### config.mk
export PLATFORM = sky130hd
export DESIGN_NAME = alt_top
export DESIGN_NICKNAME = d
export VERILOG_FILES = /design/src/common/alt_pkg.sv /design/src/rtl/alt_decode.sv /design/src/rtl/alt_top.sv
export VERILOG_INCLUDE_DIRS = /design/src /design/src/common
export SDC_FILE = /design/constraint.sdc
export NUM_CORES = 1
export LEC_CHECK = 0
export BUFFER_PORTS_ARGS = -buffer_cell sky130_fd_sc_hd__buf_2
export CORE_AREA = 2 2 43 45
export CTS_CLUSTER_SIZE = 12
export DETAILED_ROUTE_END_ITERATION = 8
export DIE_AREA = 0 0 45 47
export PLACE_DENSITY = 0.66
export SETUP_SLACK_MARGIN = 0.02
export SLEW_MARGIN = 10
export SYNTH_ARGS = -nofsm -noshare
export SYNTH_HDL_FRONTEND = slang
export SYNTH_HIERARCHICAL = 1
export SYNTH_SLANG_ARGS = --single-unit
export TNS_END_PERCENT = 1
### constraint.sdc
create_clock -name i_core_clk -period 0.9 [get_ports i_core_clk]
set_input_delay 0.18 -clock i_core_clk [delete_from_list [all_inputs] [get_ports i_core_clk]]
set_output_delay 0.18 -clock i_core_clk [all_outputs]
set_load 0.02 [all_outputs]
### src/common/alt_map.svh
`ifndef ALT_MAP_SVH
`define ALT_MAP_SVH

// ----------------------------------------------------------------------
// Opcodes
// ----------------------------------------------------------------------
`define ALT_OP_TIMER_SIX  10'h250
`define ALT_OP_POINTER_X  10'h252
`define ALT_OP_POINTER_Y  10'h253
`define ALT_OP_POINTER_Z  10'h053

// ----------------------------------------------------------------------
// Widths and reset values
// ----------------------------------------------------------------------
`define ALT_INSN_W        10
`define ALT_ACC_W         4
`define ALT_Z_W           2
`define ALT_ACC_RST       4'h0
`define ALT_ZERO_HI       2'h0

`endif

### src/common/alt_pkg.sv
`include "alt_map.svh"

package alt_pkg;

    typedef enum logic [2:0] {
        ALT_OP_NONE   = 3'h0,
        ALT_OP_TIMER  = 3'h1,
        ALT_OP_X      = 3'h3,
        ALT_OP_Y      = 3'h2,
        ALT_OP_Z      = 3'h6
    } alt_op_t;

    typedef struct packed {
        logic [`ALT_ACC_W-1:0] timer_control_six;
        logic [`ALT_ACC_W-1:0] pointer_x;
        logic [`ALT_ACC_W-1:0] pointer_y;
        logic [`ALT_Z_W-1:0]   pointer_z;
    } alt_src_t;

    typedef struct packed {
        logic load_acc_from_timer_ctl_six;
        logic load_acc_from_pointer_x;
        logic load_acc_from_pointer_y;
        logic load_acc_from_pointer_z;
    } alt_hit_t;

endpackage : alt_pkg

### src/rtl/alt_decode.sv
`timescale 1ns/1ps
`include "alt_map.svh"

module alt_decode (
    input  wire logic [`ALT_INSN_W-1:0] i_insn,
    output alt_pkg::alt_op_t            o_op
);

    // ----------------------------------------------------------------------
    // Opcode match
    // ----------------------------------------------------------------------
    always_comb begin
        case (i_insn)
            `ALT_OP_TIMER_SIX: o_op = alt_pkg::ALT_OP_TIMER;
            `ALT_OP_POINTER_X: o_op = alt_pkg::ALT_OP_X;
            `ALT_OP_POINTER_Y: o_op = alt_pkg::ALT_OP_Y;
            `ALT_OP_POINTER_Z: o_op = alt_pkg::ALT_OP_Z;
            default:           o_op = alt_pkg::ALT_OP_NONE;
        endcase
    end

endmodule : alt_decode

### src/rtl/alt_top.sv
`timescale 1ns/1ps
`include "alt_map.svh"

module alt_top (
    input  wire logic                  i_core_clk,
    input  wire logic                  i_reset,
    input  wire logic                  i_insn_valid,
    input  wire logic [`ALT_INSN_W-1:0] i_insn,
    input  wire alt_pkg::alt_src_t     i_src,
    output logic                       o_acc_we,
    output logic [`ALT_ACC_W-1:0]      o_acc_data,
    output alt_pkg::alt_hit_t          o_hit,
    output logic                       o_timer_op,
    output logic                       o_skip,
    output logic                       o_carry_we
);

    // ----------------------------------------------------------------------
    // Local sizes
    // ----------------------------------------------------------------------

    localparam int                 ACC_W   = `ALT_ACC_W;
    localparam int                 Z_W     = `ALT_Z_W;
    localparam int                 HIT_W   = $bits(alt_pkg::alt_hit_t);
    localparam logic [ACC_W-1:0]   ACC_RST = `ALT_ACC_RST;

    // ----------------------------------------------------------------------
    // Internal signals
    // ----------------------------------------------------------------------

    alt_pkg::alt_op_t              op;
    logic                          take;
    logic                          is_timer;
    logic                          is_x;
    logic                          is_y;
    logic                          is_z;
    logic [ACC_W-1:0]              z_ext;
    logic [ACC_W-1:0]              acc_d;
    logic [HIT_W-1:0]              hit_d;
    logic                          acc_we_d;
    logic                          timer_op_d;

    // ----------------------------------------------------------------------
    // Opcode decode
    // ----------------------------------------------------------------------

    // Pure compare logic, so the answer is ready in the same cycle as the word
    alt_decode u_dec (
        .i_insn (i_insn),
        .o_op   (op)
    );

    // ----------------------------------------------------------------------
    // One-hot view of the decoded load
    // ----------------------------------------------------------------------

    always_comb begin
        is_timer = 1'b0;
        is_x     = 1'b0;
        is_y     = 1'b0;
        is_z     = 1'b0;
        case (op)
            alt_pkg::ALT_OP_TIMER: begin
                is_timer = 1'b1;
            end
            alt_pkg::ALT_OP_X: begin
                is_x = 1'b1;
            end
            alt_pkg::ALT_OP_Y: begin
                is_y = 1'b1;
            end
            alt_pkg::ALT_OP_Z: begin
                is_z = 1'b1;
            end
            default: begin
                is_timer = 1'b0;
            end
        endcase
    end

    // ----------------------------------------------------------------------
    // Take condition
    // ----------------------------------------------------------------------

    // Every load is a single word, so there is no second fetch to wait for
    assign take = i_insn_valid && (op != alt_pkg::ALT_OP_NONE);

    // ----------------------------------------------------------------------
    // Source shaping
    // ----------------------------------------------------------------------

    // Z is narrower than the accumulator; the upper bits are forced low
    assign z_ext = {`ALT_ZERO_HI, i_src.pointer_z};

    // ----------------------------------------------------------------------
    // Per-bit source select
    // ----------------------------------------------------------------------

    // Sources are only read here, so the timer control register is never disturbed
    for (genvar b = 0; b < ACC_W; b++) begin : g_acc_bit
        assign acc_d[b] = (is_timer & i_src.timer_control_six[b])
                        | (is_x     & i_src.pointer_x[b])
                        | (is_y     & i_src.pointer_y[b])
                        | (is_z     & z_ext[b]);
    end

    // ----------------------------------------------------------------------
    // Next values of the strobes
    // ----------------------------------------------------------------------

    assign acc_we_d   = take;
    assign timer_op_d = i_insn_valid && is_timer;

    // Field order of the hit struct is timer, x, y, z from the top bit down
    assign hit_d = {i_insn_valid && is_timer,
                    i_insn_valid && is_x,
                    i_insn_valid && is_y,
                    i_insn_valid && is_z};

    // ----------------------------------------------------------------------
    // Accumulator write strobe
    // ----------------------------------------------------------------------

    // One pulse per load: the write finishes in the cycle after the word
    always_ff @(posedge i_core_clk or posedge i_reset) begin
        if (i_reset) begin
            o_acc_we <= 1'b0;
        end else begin
            o_acc_we <= acc_we_d;
        end
    end

    // ----------------------------------------------------------------------
    // Accumulator write data
    // ----------------------------------------------------------------------

    // Data follows the decode even without valid; only the strobe qualifies it
    always_ff @(posedge i_core_clk or posedge i_reset) begin
        if (i_reset) begin
            o_acc_data <= ACC_RST;
        end else begin
            o_acc_data <= acc_d;
        end
    end

    // ----------------------------------------------------------------------
    // Load flags
    // ----------------------------------------------------------------------

    always_ff @(posedge i_core_clk or posedge i_reset) begin
        if (i_reset) begin
            o_hit <= '0;
        end else begin
            o_hit <= alt_pkg::alt_hit_t'(hit_d);
        end
    end

    // ----------------------------------------------------------------------
    // Timer class flag
    // ----------------------------------------------------------------------

    always_ff @(posedge i_core_clk or posedge i_reset) begin
        if (i_reset) begin
            o_timer_op <= 1'b0;
        end else begin
            o_timer_op <= timer_op_d;
        end
    end

    // ----------------------------------------------------------------------
    // Skip request
    // ----------------------------------------------------------------------

    // Held registered so every output leaves a flop, even this constant one
    always_ff @(posedge i_core_clk or posedge i_reset) begin
        if (i_reset) begin
            o_skip <= 1'b0;
        end else begin
            o_skip <= 1'b0;
        end
    end

    // ----------------------------------------------------------------------
    // Carry write
    // ----------------------------------------------------------------------

    // These loads never touch the carry flag
    always_ff @(posedge i_core_clk or posedge i_reset) begin
        if (i_reset) begin
            o_carry_we <= 1'b0;
        end else begin
            o_carry_we <= 1'b0;
        end
    end

endmodule : alt_top

==> flow_summary.json <==
{
  "drive_gt1_frac": 0.538,
  "synth-main-ff-cell": "dfrtp_1",
  "period_needed_ns": 1.41,
  "io_buffers": 36,
  "via_per_inst": 4.72,
  "ir_drop_v": 0.000340,
  "wl_per_cell_um": 10.7,
  "row_count": 15,
  "synth.distinct_cells": 24,
  "drc": 0,
  "swShare": 0.224,
  "powerDensity_nw_per_um2": 1040,
  "grt_pass1_vias": 482,
  "clockBufferDepth": 2,
  "yosysMostFrequentCell": "dfrtp_1",
  "ys_top_cells_by_count": "dfrtp_1 (9), mux2i_1 (4), nor2_1 (4), buf_4 (3)",
  "rsz0062_at_grt": "yes",
  "arrival_ns": 1.55,
  "cts.sinks": 9,
  "hold_path.class": "in2reg",
  "final_nets": 121,
  "yosys.area.top_type": "dfrtp_1",
  "drt_iter0_markers": 3,
  "crit_fanout": 5,
  "syn2layout_area_growth_pct": 52.5,
  "status": "finished with violations",
  "cts-root-buf": "clkbuf_4",
  "clkPwrFrac": 0.369,
  "grt_use_total": 0.125,
  "fill_cells": 174,
  "whs_path_depth": 3,
  "fp.dieH_um": 47,
  "die_width_um": 45,
  "die-area_um2": 2120,
  "routed_wirelength_mm": 1.18,
  "cp-start-kind": "primary input",
  "cp.required_ns": 1.04,
  "core-area_um2": 1650,
  "combPwrFrac": 0.140,
  "maxCapViolCount": 0,
  "vias": 519,
  "start_util": 0.314,
  "ys_seq_area_frac": 0.434,
  "clkTransAtPathRegs_ns": 0.06,
  "post_cts_buffers": 0,
  "antenna_found_initial": 0,
  "hold_viol": 0,
  "post-route-period-util": 1.56,
  "cts_tree": "done",
  "grt_max_degree": 10,
  "grt_overflow": 0,
  "violations": "setup timing",
  "synth.top_cells.by_area": "dfrtp_1 (43%), mux2i_1 (7.7%), and4bb_1 (4.8%), buf_4 (4.3%), buf_6 (4.3%)",
  "yosys_warnings": 6,
  "async_flop_share": 1.00,
  "setup_violations": 19,
  "dp_hpwl_um": 987,
  "first_pass_iters": 4,
  "pre_cts_ws_ns": -0.793,
  "netlist_area_um2": 519,
  "power.share.sequential": 0.490,
  "synth_edf_count": 0,
  "p_sw_uw": 186,
  "ios": 39,
  "critPathKind": "in2reg",
  "diodes": 0,
  "leakagePower_nw": 0.423,
  "drv_slew": 0,
  "syn_avg_cell_area_um2": 10.6,
  "ant_nets": 0,
  "hold_path_startpoint": "i_src[6]",
  "ys_ff_latch": 9,
  "layout_setup_ws_ns": -0.508,
  "grt_pass1_wl_mm": 1.81,
  "holdPathEnd": "o_acc_data[0]",
  "htree_levels": 1,
  "fin_setup_tns_ns": -4.32,
  "syn_inst": 49,
  "internal_power_uw": 641,
  "gp_congestion": 0.705,
  "cts_made_buffers": 3,
  "critPathCaptureType": "flop",
  "fmax_mhz": 710,
  "synth_top_area_frac": 0.434
}
[sequential cells by signal, summed over array words and instances, names as in the netlist]
signal	cells
o_timer_op	1
o_acc_data	4
o_acc_we	1
o_hit	3
[power groups by stage]
stage                     registers (mW)  logic (mW)  clock network (mW)
after global routing               0.405       0.131               0.346
after detailed placement           0.413       0.109                   0
after floorplan                    0.414      0.0422                   0
after global placement             0.413       0.105                   0
final                              0.406       0.116               0.305
after CTS                          0.405       0.115               0.319
[cell usage in the layout (no fill, tap or decap)]
master         Yosys  layout
o21ai_1            2       2
buf_6              2       2
nand2b_1           2       2
or4b_4             1       1
a21oi_1            2       2
dfrtp_1            9       9
mux2i_1            4       4
a211oi_1           2       2
nor4_4             0       1
o31a_1             1       1
clkbuf_4           0       3
buf_2              1      34
and4bb_1           2       2
nand2_1            2       2
nor3b_1            1       1
buf_4              3       8
or4b_1             1       1
clkbuf_1           0       1
nor2b_1            1       1
nor3_1             1       1
dlygate4sd3_1      0       1
a31oi_1            2       2
conb_1             1       2
nor3_2             1       1
nand4bb_1          1       1
nor2_1             4       4
inv_1              2       2
[cell families (layout without fill, tap and decap cells)]
family | after synthesis | in the layout | share of synthesized area
compound gates | 9 | 9 | 0.108
buf+inv | 8 | 51 | 0.111
flops | 9 | 9 | 0.434
mux | 4 | 4 | 0.0771
other cells | 1 | 2 | 0.00722
simple gates | 18 | 18 | 0.263
[repair_timing]
action,in CTS,in global routing
hold endpoints to repair,9,0
resized for setup,1,1
hold buffers,1,0
setup endpoints to repair,19,19
[layout make-up]
| type | count | area [µm²] | share of cell area |
|---|---|---|---|
| Timing Repair Buffer | 45 | 263 | 0.332 |
| Multi-Input combinational cell | 33 | 249 | 0.314 |
| Sequential cell | 9 | 225 | 0.284 |
| Clock buffer | 4 | 26.3 | 0.0332 |
| Tap cell | 17 | 21.3 | 0.0269 |
| Inverter | 2 | 7.51 | 0.00948 |
[worst max path at each step]
| stage | slack [ns] | cells after the start | to | from |
|---|---|---|---|---|
| 5_1_grt | -0.60 | 6 | o_acc_data[1] | i_insn[3] |
| 3_3_place_gp | -0.75 | 6 | o_acc_data[1] | i_insn[3] |
| 6_report | -0.51 | 6 | o_acc_data[1] | i_insn[3] |
| 4_1_cts | -0.50 | 6 | o_acc_data[1] | i_insn[3] |
| 3_5_place_dp | -0.79 | 6 | o_acc_data[1] | i_insn[3] |
| 2_1_floorplan | -0.65 | 6 | o_acc_data[1] | i_insn[3] |
[worst max-delay path, stage by stage]
cell	delay, ns
buf_6	0.09
or4b_4	0.55
nor4_4	0.23
and4bb_1	0.25
a31oi_1	0.14
o21ai_1	0.09
[stage by stage]
stage | utilization | cell area, µm² | hold WS, ns | total power [mW] | instances
after floorplan | - | 532 | 0.00792 | 0.456 | 50
after global placement | 0.450 | 743 | 0.137 | 0.518 | 105
after detailed placement | 0.450 | 743 | 0.154 | 0.522 | 105
after CTS | 0.476 | 786 | 0.161 | 0.840 | 110
after global routing | 0.480 | 792 | 0.169 | 0.882 | 110
final | 0.480 | 792 | 0.166 | 0.827 | 110
[routing by layer]
layer,wire length (µm),share of wire,track usage
met5,0,0,0
met2,582,0.50,0.231
met1,441,0.38,0.110
met3,118,0.10,0.0385
met4,33,0.028,0.106
Note: power is estimated with default switching activity, not from simulation.
